**src/include/serial_pkg.sv**
```systemverilog
package serial_pkg;

   // ---------------------------------------------------------------
   // Register byte offsets on the bus.
   // ---------------------------------------------------------------
   localparam logic [4:0] OFF_CTRL = 5'h00;
   localparam logic [4:0] OFF_STAT = 5'h04;
   localparam logic [4:0] OFF_TXB = 5'h08;
   localparam logic [4:0] OFF_RXB = 5'h0C;
   localparam logic [4:0] OFF_IRC = 5'h10;
   localparam logic [4:0] OFF_BAUD = 5'h14;

   // ---------------------------------------------------------------
   // Reset values and timing.
   // ---------------------------------------------------------------
   localparam logic [7:0] CTRL_RST = 8'h00;
   localparam logic [7:0] IRC_RST = 8'h00;
   localparam logic [15:0] BAUD_RST = 16'h001F;
   localparam logic [2:0] LAST_BIT = 3'h7;
   localparam logic [2:0] PWS_DEFAULT = 3'h0;
   localparam int CLK_PERIOD_NS = 50;
   localparam int PULSE_MIN_NS = 1410;
   // Least time, so round up to whole cycles.
   localparam int PULSE_MIN_CYC =
      (PULSE_MIN_NS + CLK_PERIOD_NS - 1) / CLK_PERIOD_NS;

   // ---------------------------------------------------------------
   // Register layouts.
   // ---------------------------------------------------------------
   typedef struct packed {
      logic sync_mode;
      logic clock_source_sel1;
      logic clock_source_sel0;
      logic tx_irq_enable;
      logic rx_irq_enable;
      logic tx_end_irq_enable;
      logic transmitter_enable;
      logic receiver_enable;
   } ctrl_s;

   typedef struct packed {
      logic tx_empty_flag;
      logic rx_full_flag;
      logic overrun_flag;
      logic framing_flag;
      logic parity_flag;
      logic tx_end_flag;
      logic [1:0] unused;
   } status_s;

   typedef struct packed {
      logic infrared_enable;
      logic [2:0] pulse_width_select;
      logic [3:0] unused;
   } irc_s;

endpackage

```
**src/rtl/sync_serial_ir.sv**
```systemverilog
`timescale 1ns/1ps
module sync_serial_ir
   import serial_pkg::*;
#(
   parameter int BAUD_W = 16
) (
   input wire logic clk_i,
   input wire logic rst_i,
   input wire logic cyc_i,
   input wire logic stb_i,
   input wire logic we_i,
   input wire logic [4:2] adr_i,
   input wire logic [3:0] sel_i,
   input wire logic [31:0] dat_i,
   output logic ack_o,
   output logic [31:0] dat_o,
   input wire logic serial_clock_pin_a_i,
   output logic serial_clock_pin_a_o,
   output logic serial_clock_pin_a_oe_o,
   input wire logic receive_pin_a_i,
   output logic transmit_pin_a_o,
   output logic tx_empty_request_o,
   output logic tx_end_request_o,
   output logic rx_full_request_o,
   output logic rx_error_request_o
);

   // ---------------------------------------------------------------
   // Elaboration check.
   // ---------------------------------------------------------------
   if (BAUD_W < 6 || BAUD_W > 16) begin : g_chk
      $error("BAUD_W must lie between 6 and 16");
   end

   // ---------------------------------------------------------------
   // State.
   // ---------------------------------------------------------------
   ctrl_s ctrl_q, ctrl_d;
   irc_s irc_q, irc_d;
   status_s stat_w;
   logic [BAUD_W-1:0] baud_q, baud_d;
   logic [BAUD_W-1:0] div_q, div_d;
   logic [BAUD_W-1:0] ir_cnt_q, ir_cnt_d;
   logic [BAUD_W-1:0] pulse_w;
   logic [BAUD_W+2:0] p3_w;
   logic [7:0] tx_buf_q, tx_buf_d;
   logic [7:0] rx_buf_q, rx_buf_d;
   logic [7:0] tx_sh_q, tx_sh_d;
   logic [7:0] rx_sh_q, rx_sh_d;
   logic [2:0] tx_cnt_q, tx_cnt_d;
   logic [2:0] rx_cnt_q, rx_cnt_d;
   logic txe_q, txe_d;
   logic tx_end_flag_q, tx_end_flag_d;
   logic rxf_q, rxf_d;
   logic ovr_q, ovr_d;
   logic tx_busy_q, tx_busy_d;
   logic txd_q, txd_d;
   logic pin_q, pin_d;
   logic sck_q, sck_d;
   logic ir_seen_q, ir_seen_d;
   logic ack_q, ack_d;
   logic [31:0] dat_q, dat_d;
   logic txi_q, txi_d;
   logic tei_q, tei_d;
   logic rxi_q, rxi_d;
   logic eri_q, eri_d;
   logic sck_s1, sck_s2, sck_s3;
   logic rxd_s1, rxd_s2;
   logic [4:0] addr_w;
   logic req_w, wr_w, rd_w;
   logic int_clk_w, ext_clk_w, err_w;
   logic tx_ok_w, load_w, rx_only_w, run_w;
   logic gen_tick_w, fall_ev_w, rise_ev_w;
   logic rx_on_w, rx_bit_w, rx_done_w;
   logic [7:0] rx_byte_w;

   // ---------------------------------------------------------------
   // Pin synchronisers.
   // ---------------------------------------------------------------
   // Each pin passes two flops; the third clock flop only feeds edges.
   always_ff @(posedge clk_i) begin
      if (rst_i) begin
         sck_s1 <= 1'b1;
         sck_s2 <= 1'b1;
         sck_s3 <= 1'b1;
         rxd_s1 <= 1'b1;
         rxd_s2 <= 1'b1;
      end else begin
         sck_s1 <= serial_clock_pin_a_i;
         sck_s2 <= sck_s1;
         sck_s3 <= sck_s2;
         rxd_s1 <= receive_pin_a_i;
         rxd_s2 <= rxd_s1;
      end
   end

   // ---------------------------------------------------------------
   // Decode of bus, clock source and serial events.
   // ---------------------------------------------------------------
   // The write takes effect on the edge that samples ack high.
   assign addr_w = {adr_i, 2'b00};
   assign req_w = cyc_i & stb_i;
   assign wr_w = req_w & ack_q & we_i & sel_i[0];
   assign rd_w = req_w & ack_q & ~we_i;
   // Only the two clocked synchronous codes run the shifters.
   assign int_clk_w = ctrl_q.sync_mode & ~ctrl_q.clock_source_sel1
      & ~ctrl_q.clock_source_sel0;
   assign ext_clk_w = ctrl_q.sync_mode & ctrl_q.clock_source_sel1
      & ~ctrl_q.clock_source_sel0;
   // Framing and parity cannot arise in this mode, so overrun alone.
   assign err_w = ovr_q;
   assign tx_ok_w = ctrl_q.transmitter_enable & ~txe_q & ~err_w;
   assign load_w = ~tx_busy_q & tx_ok_w
      & (int_clk_w | ext_clk_w);
   // Receive-only with the internal clock keeps the clock running.
   assign rx_only_w = int_clk_w & ctrl_q.receiver_enable
      & ~ctrl_q.transmitter_enable & ~err_w;
   assign run_w = tx_busy_q | rx_only_w;
   // A low clock always finishes its pulse, so it stops high.
   assign gen_tick_w = int_clk_w & (div_q == baud_q)
      & (run_w | ~sck_q);
   assign fall_ev_w = int_clk_w ? (gen_tick_w & sck_q)
      : (ext_clk_w & sck_s3 & ~sck_s2);
   assign rise_ev_w = int_clk_w ? (gen_tick_w & ~sck_q)
      : (ext_clk_w & ~sck_s3 & sck_s2);
   assign rx_on_w = ctrl_q.receiver_enable & ~err_w
      & (int_clk_w | ext_clk_w);
   // Any high level seen in the bit, however short, reads as zero.
   assign rx_bit_w = irc_q.infrared_enable ? ~(ir_seen_q | rxd_s2)
      : rxd_s2;
   assign rx_byte_w = {rx_bit_w, rx_sh_q[7:1]};
   assign rx_done_w = rx_on_w & rise_ev_w & (rx_cnt_q == LAST_BIT);

   // Pulse of 3/16 bit period, where one bit is two half periods.
   assign p3_w = (BAUD_W+3)'(3) * (BAUD_W+3)'({1'b0, baud_q} + 1'b1);
   assign pulse_w = (irc_q.pulse_width_select == PWS_DEFAULT)
      ? ((p3_w[BAUD_W+2:3] == '0) ? BAUD_W'(1) : p3_w[BAUD_W+2:3])
      : BAUD_W'(PULSE_MIN_CYC);

   // Status word as software reads it.
   always_comb begin
      stat_w = '0;
      stat_w.tx_empty_flag = txe_q;
      stat_w.rx_full_flag = rxf_q;
      stat_w.overrun_flag = ovr_q;
      stat_w.tx_end_flag = tx_end_flag_q;
   end

   // ---------------------------------------------------------------
   // Next-state logic.
   // ---------------------------------------------------------------
   // Bus effects come first so that hardware sets below win over them.
   always_comb begin
      ctrl_d = ctrl_q;
      irc_d = irc_q;
      baud_d = baud_q;
      div_d = div_q;
      ir_cnt_d = ir_cnt_q;
      tx_buf_d = tx_buf_q;
      rx_buf_d = rx_buf_q;
      tx_sh_d = tx_sh_q;
      rx_sh_d = rx_sh_q;
      tx_cnt_d = tx_cnt_q;
      rx_cnt_d = rx_cnt_q;
      txe_d = txe_q;
      tx_end_flag_d = tx_end_flag_q;
      rxf_d = rxf_q;
      ovr_d = ovr_q;
      tx_busy_d = tx_busy_q;
      txd_d = txd_q;
      sck_d = sck_q;
      ir_seen_d = ir_seen_q;
      ack_d = req_w & ~ack_q;
      dat_d = '0;

      // Read data is ready in the cycle that ack is high.
      if (req_w & ~ack_q & ~we_i) begin
         case (addr_w)
            OFF_CTRL: dat_d = {24'h000000, ctrl_q};
            OFF_STAT: dat_d = {24'h000000, stat_w};
            OFF_TXB: dat_d = {24'h000000, tx_buf_q};
            OFF_RXB: dat_d = {24'h000000, rx_buf_q};
            OFF_IRC: dat_d = {24'h000000, irc_q};
            OFF_BAUD: dat_d = 32'(baud_q);
            default: dat_d = '0;
         endcase
      end

      // Writes; the receive-full, overrun and transmit-end status bits are cleared by writing one.
      if (wr_w) begin
         case (addr_w)
            OFF_CTRL: ctrl_d = ctrl_s'(dat_i[7:0]);
            OFF_STAT: begin
               if (dat_i[6]) rxf_d = 1'b0;
               if (dat_i[5]) ovr_d = 1'b0;
               if (dat_i[2]) tx_end_flag_d = 1'b0;
            end
            OFF_TXB: begin
               tx_buf_d = dat_i[7:0];
               txe_d = 1'b0;
            end
            OFF_IRC: irc_d = irc_s'({dat_i[7:4], 4'h0});
            OFF_BAUD: baud_d = dat_i[BAUD_W-1:0];
            default: ;
         endcase
      end

      // Reading the receive buffer frees it.
      if (rd_w && addr_w == OFF_RXB) begin
         rxf_d = 1'b0;
      end

      // Transmit shifter.
      if (load_w) begin
         tx_sh_d = tx_buf_q;
         txe_d = 1'b1;
         tx_end_flag_d = 1'b0;
         tx_busy_d = 1'b1;
         tx_cnt_d = 3'h0;
      end else if (tx_busy_q && fall_ev_w) begin
         txd_d = tx_sh_q[0];
         tx_sh_d = {1'b0, tx_sh_q[7:1]};
         if (irc_q.infrared_enable && !tx_sh_q[0]) begin
            ir_cnt_d = pulse_w;
         end
      end else if (tx_busy_q && rise_ev_w) begin
         tx_cnt_d = tx_cnt_q + 3'h1;
         if (tx_cnt_q == LAST_BIT) begin
            if (tx_ok_w) begin
               tx_sh_d = tx_buf_q;
               txe_d = 1'b1;
            end else begin
               tx_busy_d = 1'b0;
               tx_end_flag_d = 1'b1;
            end
         end
      end

      // Infrared pulse timer counts system clocks down to zero.
      if (ir_cnt_q != '0 && !(tx_busy_q && fall_ev_w)) begin
         ir_cnt_d = ir_cnt_q - 1'b1;
      end

      // Turning the transmitter off resets it and empties the buffer.
      if (!ctrl_q.transmitter_enable) begin
         txe_d = 1'b1;
         tx_busy_d = 1'b0;
         tx_cnt_d = 3'h0;
      end

      // Receive shifter and pulse catcher.
      ir_seen_d = irc_q.infrared_enable & (ir_seen_q | rxd_s2);
      if (rise_ev_w) begin
         ir_seen_d = 1'b0;
      end
      if (!rx_on_w) begin
         rx_cnt_d = 3'h0;
      end else if (rise_ev_w) begin
         rx_sh_d = rx_byte_w;
         rx_cnt_d = rx_cnt_q + 3'h1;
         if (rx_done_w && rxf_q) begin
            ovr_d = 1'b1;
         end else if (rx_done_w) begin
            rx_buf_d = rx_byte_w;
            rxf_d = 1'b1;
         end
      end

      // Baud generator: each terminal count is one clock half period.
      if (int_clk_w && (run_w || !sck_q)) begin
         if (div_q == baud_q) begin
            div_d = '0;
            sck_d = ~sck_q;
         end else begin
            div_d = div_q + 1'b1;
         end
      end else begin
         div_d = '0;
         sck_d = 1'b1;
      end
   end

   // Output pin level and interrupt requests, kept in flops.
   always_comb begin
      pin_d = irc_q.infrared_enable ? (ir_cnt_d != '0) : txd_d;
      txi_d = txe_q & ctrl_q.tx_irq_enable;
      tei_d = tx_end_flag_q & ctrl_q.tx_end_irq_enable;
      rxi_d = rxf_q & ctrl_q.rx_irq_enable;
      eri_d = err_w & ctrl_q.rx_irq_enable;
   end

   // ---------------------------------------------------------------
   // Registers.
   // ---------------------------------------------------------------
   always_ff @(posedge clk_i) begin
      if (rst_i) begin
         ctrl_q <= ctrl_s'(CTRL_RST);
         irc_q <= irc_s'(IRC_RST);
         baud_q <= BAUD_W'(BAUD_RST);
         div_q <= '0;
         ir_cnt_q <= '0;
         tx_buf_q <= 8'h00;
         rx_buf_q <= 8'h00;
         tx_sh_q <= 8'h00;
         rx_sh_q <= 8'h00;
         tx_cnt_q <= 3'h0;
         rx_cnt_q <= 3'h0;
         txe_q <= 1'b1;
         tx_end_flag_q <= 1'b1;
         rxf_q <= 1'b0;
         ovr_q <= 1'b0;
         tx_busy_q <= 1'b0;
         txd_q <= 1'b1;
         pin_q <= 1'b1;
         sck_q <= 1'b1;
         ir_seen_q <= 1'b0;
         ack_q <= 1'b0;
         dat_q <= '0;
         txi_q <= 1'b0;
         tei_q <= 1'b0;
         rxi_q <= 1'b0;
         eri_q <= 1'b0;
      end else begin
         ctrl_q <= ctrl_d;
         irc_q <= irc_d;
         baud_q <= baud_d;
         div_q <= div_d;
         ir_cnt_q <= ir_cnt_d;
         tx_buf_q <= tx_buf_d;
         rx_buf_q <= rx_buf_d;
         tx_sh_q <= tx_sh_d;
         rx_sh_q <= rx_sh_d;
         tx_cnt_q <= tx_cnt_d;
         rx_cnt_q <= rx_cnt_d;
         txe_q <= txe_d;
         tx_end_flag_q <= tx_end_flag_d;
         rxf_q <= rxf_d;
         ovr_q <= ovr_d;
         tx_busy_q <= tx_busy_d;
         txd_q <= txd_d;
         pin_q <= pin_d;
         sck_q <= sck_d;
         ir_seen_q <= ir_seen_d;
         ack_q <= ack_d;
         dat_q <= dat_d;
         txi_q <= txi_d;
         tei_q <= tei_d;
         rxi_q <= rxi_d;
         eri_q <= eri_d;
      end
   end

   // ---------------------------------------------------------------
   // Outputs.
   // ---------------------------------------------------------------
   assign ack_o = ack_q;
   assign dat_o = dat_q;
   assign serial_clock_pin_a_o = sck_q;
   assign serial_clock_pin_a_oe_o = int_clk_w;
   assign transmit_pin_a_o = pin_q;
   assign tx_empty_request_o = txi_q;
   assign tx_end_request_o = tei_q;
   assign rx_full_request_o = rxi_q;
   assign rx_error_request_o = eri_q;

   // ---------------------------------------------------------------
   // Assertions.
   // ---------------------------------------------------------------
   tx_load_a: assert property (@(posedge clk_i) disable iff (rst_i)
      load_w |=> txe_q && tx_busy_q && tx_sh_q == $past(tx_buf_q))
      else $error("transmit load did not take the buffer");

   tx_edge_a: assert property (@(posedge clk_i) disable iff (rst_i)
      $changed(txd_q) |-> $past(fall_ev_w) && $past(tx_busy_q))
      else $error("transmit line moved off a falling edge");

   rx_edge_a: assert property (@(posedge clk_i) disable iff (rst_i)
      $changed(rx_sh_q) |-> $past(rise_ev_w))
      else $error("receive shifter moved off a rising edge");

   sck_idle_a: assert property (@(posedge clk_i) disable iff (rst_i)
      $fell(sck_q) |-> $past(run_w))
      else $error("serial clock fell while idle");

   tx_stop_a: assert property (@(posedge clk_i) disable iff (rst_i)
      (tx_busy_q && rise_ev_w && tx_cnt_q == LAST_BIT && !tx_ok_w
      && ctrl_q.transmitter_enable)
      |=> tx_end_flag_q && !tx_busy_q && $stable(txd_q) ##1 tei_q
      == $past(ctrl_q.tx_end_irq_enable))
      else $error("transmit end not flagged");

   err_hold_a: assert property (@(posedge clk_i) disable iff (rst_i)
      ovr_q |-> !load_w && !rx_on_w)
      else $error("transfer started with an error flag set");

   rx_full_a: assert property (@(posedge clk_i) disable iff (rst_i)
      (rx_done_w && !rxf_q) |=> rxf_q && rx_buf_q == $past(rx_byte_w))
      else $error("received byte not stored");

   overrun_a: assert property (@(posedge clk_i) disable iff (rst_i)
      (rx_done_w && rxf_q) |=> ovr_q && rxf_q && $stable(rx_buf_q))
      else $error("overrun not handled");

   ir_pulse_a: assert property (@(posedge clk_i) disable iff (rst_i)
      (irc_q.infrared_enable && tx_busy_q && fall_ev_w && !tx_sh_q[0])
      |=> ir_cnt_q == $past(pulse_w) && transmit_pin_a_o)
      else $error("zero bit gave no infrared pulse");

   err_req_a: assert property (@(posedge clk_i) disable iff (rst_i)
      (ovr_q && ctrl_q.rx_irq_enable) [*2] |-> rx_error_request_o)
      else $error("error request missing");

   reset_flag_a: assert property (@(posedge clk_i)
      $past(rst_i) && !rst_i |-> txe_q && tx_end_flag_q)
      else $error("empty flag not set after reset");

endmodule

```
**config.mk**
```make
export PLATFORM = sky130hd
export DESIGN_NAME = sync_serial_ir
export DESIGN_NICKNAME = d
export VERILOG_FILES = /design/src/include/serial_pkg.sv /design/src/rtl/sync_serial_ir.sv
export SDC_FILE = /design/constraint.sdc
export NUM_CORES = 1
export LEC_CHECK = 0
export ABC_CLOCK_PERIOD_IN_PS = 3880
export BUFFER_PORTS_ARGS = -buffer_cell sky130_fd_sc_hd__buf_4
export CAP_MARGIN = 0
export CORE_ASPECT_RATIO = 0.75
export CORE_MARGIN = 5
export CORE_UTILIZATION = 45
export DETAILED_ROUTE_END_ITERATION = 6
export PLACE_DENSITY = 0.66
export SLEW_MARGIN = 20
export SYNTH_ARGS = -nofsm -noshare
export SYNTH_HDL_FRONTEND = slang
export SYNTH_SLANG_ARGS = --single-unit
```
**constraint.sdc**
```tcl
create_clock -name clk_i -period 3.88 [get_ports clk_i]
set_clock_uncertainty 0.2 [all_clocks]
set_input_delay 0.582 -clock clk_i [delete_from_list [all_inputs] [get_ports clk_i]]
set_output_delay 0.582 -clock clk_i [all_outputs]
set_load 0.01 [all_outputs]
```
==> run metrics, run 1 <==
initial antenna violation count=0; worst path required time=3.98 ns; Cell Count, Final, Fillers Out=~1200; CTS clk-pin slew, worst paths=0.06 ns; Final period util=96.2%; hold endpoint=rxd_s1; Cell Area, Synth=just under 0.008 sq mm; gpl congestion=around 0.9; CTS tree=built; peak supply drop=between 0.3 and 0.4 mV; global-route wire length before repair=about 33000 microns; Yosys cell types=85; Post-synth EDFFs=0; Hold WC Path Type=input port to flop; clock share of power=between 30% and 40%; WHS Path Cells=2; R2R setup slack=~0.15 ns; CP max FO=4; Largest stage delay, worst path=approximately 0.36 ns; Worst setup SP type=flop; GRT Residual Overflow=0; Cells after Synth=~900; clock insertion delay at the later pin of the skew report=~0.43 ns; top cell type's share of synthesized area=roughly 34%; Crit path max-delay family=simple AND/OR/NAND/NOR gates; DRT Wirelength=between 20000 and 25000 microns; Worst R2R End=transmit_pin_a_o; synth warn=0; sequential fraction of the synthesis area=between 30% and 40%; ant diodes=0; fin crit period=around 3.7 ns; die extent in y=123 microns; DR vias/cell=about 5.6; sequential share of power=a little over a third; Post-synth ARST share=0%; vias in the first global route=6368; Synth Register Bits=around 130; # setup viols final=0; fill count=roughly 1500; HP Start=receive_pin_a_i; Reg area=0.00265 sq mm; Max Clk Rate=~0.27 GHz; Comb power frac=23.5%; Final Max Slew Viols=0; Power, Total=4.16 mW; Final Hold Vio Count=0; DR DRC count=0; status=completed; clk root buf=clkbuf_16; via count=between 6000 and 7000; pin count of the biggest net entering global routing=73; total CTS buffers=17; Final TNS setup=0 ns; DR pass1 iterations=6; Layout Nets=~1100; critical-path cell list=ha_4 > and3_1 > xnor2_2 > ha_4 > a21oi_2 > nand2_1 > maj3_1 > o32ai_1 > o22ai_1 > xnor2_1 > buf_4 > a21oi_1 > nor4_1 > nand4_1 > nor4_2 > a31oi_1; most frequent CP cell=ha_4; All-Layer GR Usage=between 20% and 30%; max-cap violations=0; switch share=31.4%; layout cells sized above 1=between 20% and 30%; slowest cell on the critical path=dfxtp_4; WP buf/inv=1; Yosys top cell by area=dfxtp_1; RR Startpoint=baud_q[0]; Area after DPL=0.00854 sq mm; multi-input logic area=between 0.004 and 0.005 sq mm; Setup CP Type=flop to flop; Leakage=3.79 nW; Post-DP HPWL=14800 microns; Antenna Nets Post-Route=0; syn avg cell area=roughly 8.3 sq um; CP endpoint kind=flop; CP arrival=3.83 ns; IO Pins=86; Top FF cell, synth=dfxtp_1; ranking of synthesized cells by area=dfxtp_1 34%, mux2i_1 7.9%, nor2_1 6.6%; Net Switching=1.31 mW; H-tree depth=4; Int Power=between 2 and 3 mW; Initial Utilization=approximately 46%; row cnt=41; Iter 0 DRT Violations=slightly above 500; post-placement cell count=~1200; worst rel slew slack=46.2%; fin area=approximately 0.0094 sq mm; Slew @ Worst Pin=about 0.8 ns; clk buf depth=2; clock sinks=132; R2R cell count=16; Horiz. Die Dim=161 microns; core area=between 0.015 and 0.02 sq mm; Area Overhead vs Synth=21.8%; DIE AREA=0.0198 sq mm; Pwr per Cell Area=between 400 and 500 mW/mm^2; WL/cell=16.4 microns; Port Buffers=50
[cell type report]
| type | count | area share, % |
|---|---|---|
| multi-input combinational | 717 | 51.5 |
| sequential | 132 | 28.3 |
| timing repair buffer | 123 | 9.99 |
| tap | 215 | 2.87 |
| clock buffer | 20 | 4.99 |
| clock inverter | 12 | 1.54 |
| inverter | 20 | 0.802 |
[through the flow]
step | worst slack, ns | util (%) | hold WS, ns
6_report | 0.146 | 55.8 | 0.136
2_1_floorplan | 0.128 | - | 0.189
4_1_cts | 0.00905 | 54.7 | 0.122
3_5_place_dp | 0.0174 | 50.9 | 0.195
5_1_grt | -0.00907 | 55.8 | 0.126
3_3_place_gp | 0.0377 | 50.9 | 0.191
[layer usage]
metal  track usage (%)  part of all wire [%]  vias to the layer above
met4              6.50                   1.9                        0
met2              29.5                    41                      213
met1              31.6                    52                     3287
met5                 0                     0                        -
met3              3.63                   5.5                       33
li1                  -                     -                     3436
[Yosys cell counts, types with 4 or more instances]
cell	n
nand4_1	13
and2_1	12
mux2_2	5
and3_1	14
inv_1	20
nand2_1	75
a21boi_0	5
a21oi_1	45
ha_1	20
or2_2	7
o21ai_0	25
nand3_1	27
clkbuf_1	36
buf_1	5
o22ai_1	4
and4_1	4
a22oi_1	6
nor2b_1	9
nor4_1	14
buf_4	18
mux2i_1	61
nor3_1	26
a31oi_1	12
nand2b_1	6
buf_2	11
o211ai_1	5
nor2_1	136
xor2_1	35
dfxtp_1	132
a211oi_1	14
xnor2_1	32
a21o_1	6
[repair_timing]
| action | in CTS | in global routing |
|---|---|---|
| setup endpoints to repair | 1 | 2 |
| hold buffers | 0 | 0 |
| setup buffers | 0 | 4 |
| resized for setup | 2 | 35 |
| pin swaps | 1 | 15 |
| cloned | 0 | 0 |
[cell usage in the layout, fill, tap and decap left out, drive strengths merged, types with 4 or more instances in the layout]
| master | netlist | layout |
|---|---|---|
| ha | 20 | 20 |
| and2 | 12 | 12 |
| nor2 | 138 | 138 |
| o22ai | 4 | 4 |
| nor3 | 26 | 26 |
| or4 | 4 | 4 |
| and3 | 14 | 14 |
| a21boi | 5 | 5 |
| a221oi | 4 | 4 |
| nand2 | 76 | 76 |
| conb | 1 | 16 |
| nor2b | 9 | 9 |
| a21oi | 46 | 46 |
| nand2b | 6 | 6 |
| nand3 | 28 | 28 |
| buf | 35 | 123 |
| a21o | 7 | 7 |
| a211oi | 14 | 14 |
| and4 | 4 | 4 |
| a31oi | 12 | 12 |
| mux2i | 61 | 61 |
| nand4 | 15 | 15 |
| xor2 | 36 | 36 |
| xnor2 | 32 | 32 |
| dfxtp | 132 | 132 |
| inv | 20 | 25 |
| o211ai | 5 | 5 |
| clkbuf | 37 | 20 |
| nor4 | 20 | 20 |
| or2 | 7 | 7 |
| mux2 | 5 | 5 |
| o21ai | 26 | 26 |
| a22oi | 6 | 6 |
[power groups by stage]
stage / registers, mW / clock network, mW / logic (mW)
5_1_grt: 1.53 / 1.75 / 1.07
3_3_place_gp: 1.55 / 0 / 0.935
4_1_cts: 1.52 / 1.68 / 0.954
2_1_floorplan: 1.53 / 0 / 0.764
6_report: 1.52 / 1.66 / 0.975
3_5_place_dp: 1.55 / 0 / 0.945
[cells by family after synthesis]
group           count (synthesis)  share of synthesized area (%)
simple gates                  375                           24.6
compound gates                170                           15.1
flops                         132                           34.4
buf+inv                        92                           5.67
xor+xnor                       69                           8.14
mux                            66                           8.68
fa+ha+maj                      21                           3.39
other cells                     1                         0.0488
[worst max-delay path by stage]
stage | slack [ns] | start | cells after the start | to
after floorplan | 0.13 | baud_q[1] | 17 | transmit_pin_a_o
final | 0.15 | baud_q[0] | 16 | transmit_pin_a_o
after CTS | 0.009 | baud_q[0] | 16 | transmit_pin_a_o
after detailed placement | 0.02 | baud_q[0] | 17 | transmit_pin_a_o
after global placement | 0.04 | baud_q[0] | 17 | transmit_pin_a_o
after global routing | -0.009 | baud_q[0] | 16 | transmit_pin_a_o
[flip-flops by register name, summed over array words and instances, names as in the netlist, 4 cells and up]
| name | cells |
|---|---|
| ir_cnt_q | 16 |
| irc_q | 4 |
| tx_buf_q | 8 |
| div_q | 16 |
| ctrl_q | 8 |
| baud_q | 16 |
| tx_sh_q | 8 |
| dat_o | 16 |
| rx_buf_q | 8 |
| rx_sh_q | 7 |
Power figures use the tool's default switching activity.
==> inputs of run 2 (changes only) <==
--- a/config.mk
+++ b/config.mk
@@ -5,15 +5,13 @@
 export SDC_FILE = /design/constraint.sdc
 export NUM_CORES = 1
 export LEC_CHECK = 0
-export ABC_CLOCK_PERIOD_IN_PS = 3880
+export ABC_CLOCK_PERIOD_IN_PS = 4100
 export BUFFER_PORTS_ARGS = -buffer_cell sky130_fd_sc_hd__buf_4
 export CAP_MARGIN = 0
 export CORE_ASPECT_RATIO = 0.75
 export CORE_MARGIN = 5
 export CORE_UTILIZATION = 45
 export DETAILED_ROUTE_END_ITERATION = 6
-export PLACE_DENSITY = 0.66
-export SLEW_MARGIN = 20
 export SYNTH_ARGS = -nofsm -noshare
 export SYNTH_HDL_FRONTEND = slang
 export SYNTH_SLANG_ARGS = --single-unit
==> constraint.sdc (replaced) <==
create_clock -name clk_i -period 4.1 [get_ports clk_i]
set_clock_uncertainty 0.2 [all_clocks]
set_input_delay 0.615 -clock clk_i [delete_from_list [all_inputs] [get_ports clk_i]]
set_output_delay 0.615 -clock clk_i [all_outputs]
set_load 0.01 [all_outputs]
==> run metrics, run 2 (synthesis gave the netlist of run 1 again) <==
status=completed; Setup CP Type=flop to flop; clk root buf=clkbuf_16; peak supply drop=about 0.24 mV; hold endpoint=rxd_s1; clock share of power=between 40% and 50%; clk buf depth=2; CTS tree=built; DRT Wirelength=~20000 microns; Worst R2R End=transmit_pin_a_o; HP Start=receive_pin_a_i; row cnt=a little over 40; Place WS=~0.19 ns; final worst setup slack=roughly 0.24 ns; layout cells sized above 1=17.4%; max-cap violations=0; via count=~6700; R2R setup slack=0.24 ns; worst rel slew slack=23.3%; fill count=1582; Port Buffers=50; commonest non-fill, non-tap cell in the layout=nor2_1; gpl congestion=between 0.8 and 0.9; die extent in y=~120 microns; WHS Path Cells=2; IO Pins=86; H-tree depth=4; Antenna Nets Post-Route=0; pin count of the biggest net entering global routing=58; Crit path max-delay family=compound AO/OA/AOI/OAI gates; vias in the first global route=6101; total CTS buffers=17; WL/cell=around 17 microns; CP max FO=6; RR Startpoint=baud_q[0]; slowest cell on the critical path=dfxtp_1; global-route wire length before repair=between 30000 and 40000 microns; DIE AREA=slightly below 0.02 sq mm; Horiz. Die Dim=approximately 160 microns; CP endpoint kind=flop; Final period util=approximately 94%; Hold WC Path Type=input port to flop; Slew @ Worst Pin=between 1 and 1.5 ns; WP buf/inv=1; Worst setup SP type=flop; sequential share of power=36.5%; worst path required time=around 4.2 ns; CTS clk-pin slew, worst paths=around 0.070 ns; Largest stage delay, worst path=around 0.34 ns; clock insertion delay at the later pin of the skew report=approximately 0.42 ns; ant diodes=0; GRT Residual Overflow=0; fin crit period=between 3 and 4 ns; Layout Nets=about 1100; Leakage=between 3 and 4 nW; Net Switching=approximately 1.2 mW; DR pass1 iterations=4; R2R cell count=15; initial antenna violation count=0; CP arrival=between 3 and 4 ns; # setup viols final=0; Iter 0 DRT Violations=432; most frequent cells in the layout=135 x nor2_1, 131 x dfxtp_1, 98 x buf_4; Pwr per Cell Area=between 400 and 500 mW/mm^2; Max Clk Rate=0.259 GHz; Comb power frac=between 20% and 30%; clock sinks=approximately 130; Final Max Slew Viols=0; core area=approximately 0.017 sq mm; final core utilization=a little over half; Int Power=2.72 mW; Final Hold Vio Count=0; critical-path cell list=ha_1 > buf_4 > xor2_1 > ha_1 > a21o_1 > a21o_1 > a21oi_2 > o311a_1 > o221ai_1 > a221oi_2 > xnor2_1 > nor2_1 > and4b_1 > nor4_2 > a31oi_1; setup repair after global routing missed its margin=false; Initial Utilization=45.8%; switch share=31.3%; Final TNS setup=0 ns; All-Layer GR Usage=about a fifth; Post-DP HPWL=approximately 15000 microns; DR vias/cell=approximately 5.6; Area Overhead vs Synth=17.9%; DR DRC count=0
==> run 2: how the worst max path moves through the flow <==
stage          depth (start not counted)          endpoint  slack, ns       from
6_report                              15  transmit_pin_a_o       0.24  baud_q[0]
5_1_grt                               17  transmit_pin_a_o     0.0004  baud_q[0]
4_1_cts                               15  transmit_pin_a_o       0.16  baud_q[2]
3_5_place_dp                          15  transmit_pin_a_o       0.19  baud_q[2]
3_3_place_gp                          17  transmit_pin_a_o       0.20  baud_q[0]
2_1_floorplan                         17  transmit_pin_a_o       0.35  baud_q[1]
==> run 2: layout make-up <==
cell class	instances	area, sq um	share of cell area, %
Timing Repair Buffer	98	736	8.12
Clock inverter	14	188	2.07
Tap cell	215	269	2.97
Inverter	20	75.1	0.829
Multi-Input combinational cell	717	4710	52.0
Clock buffer	18	439	4.85
Sequential cell	132	2640	29.2
==> run 2: what timing repair did <==
item / 4_1_cts / 5_1_grt
buffers inserted: 0 / 2
gates resized for setup: 0 / 11
endpoints found under the setup margin: 0 / 1
hold buffers: 0 / 0
==> run 2: power groups by stage <==
stage | clock, mW | combinational [mW] | sequential [mW]
global route | 1.71 | 1.01 | 1.46
global placement | 0 | 0.869 | 1.47
floorplan | 0 | 0.723 | 1.45
finish | 1.62 | 0.890 | 1.44
CTS | 1.65 | 0.878 | 1.44
detailed placement | 0 | 0.874 | 1.47
==> run 2: metal layers <==
metal  share of wire (%)  global-route usage (%)  wire length, microns  up-vias
met5                   0                       0                     0        -
met4                0.77                    4.64                   155        0
li1                    -                       -                     -     3371
met3                 6.1                    3.93                  1240       13
met2                  40                    29.2                  8140      177
met1                  53                    32.1                 10700     3181
==> run 2: worst register-to-register path: stages, from the launching register on <==
cell and delay (ns):
dfxtp_1 0.34, ha_1 0.19, buf_4 0.16, xor2_1 0.23
ha_1 0.28, a21o_1 0.18, a21o_1 0.21, a21oi_2 0.17
o311a_1 0.27, o221ai_1 0.21, a221oi_2 0.32, xnor2_1 0.23
nor2_1 0.08, and4b_1 0.22, nor4_2 0.29, a31oi_1 0.14
==> run 2: metrics by stage <==
stage,instance area (sq um),hold slack (ns),total power [mW],instances
final,9060,0.170,3.96,1214
after global routing,9060,0.170,4.18,1214
after CTS,9000,0.157,3.97,1212
after detailed placement,8370,0.202,2.34,1180
after global placement,8370,0.192,2.34,1180
after floorplan,7740,0.189,2.17,941
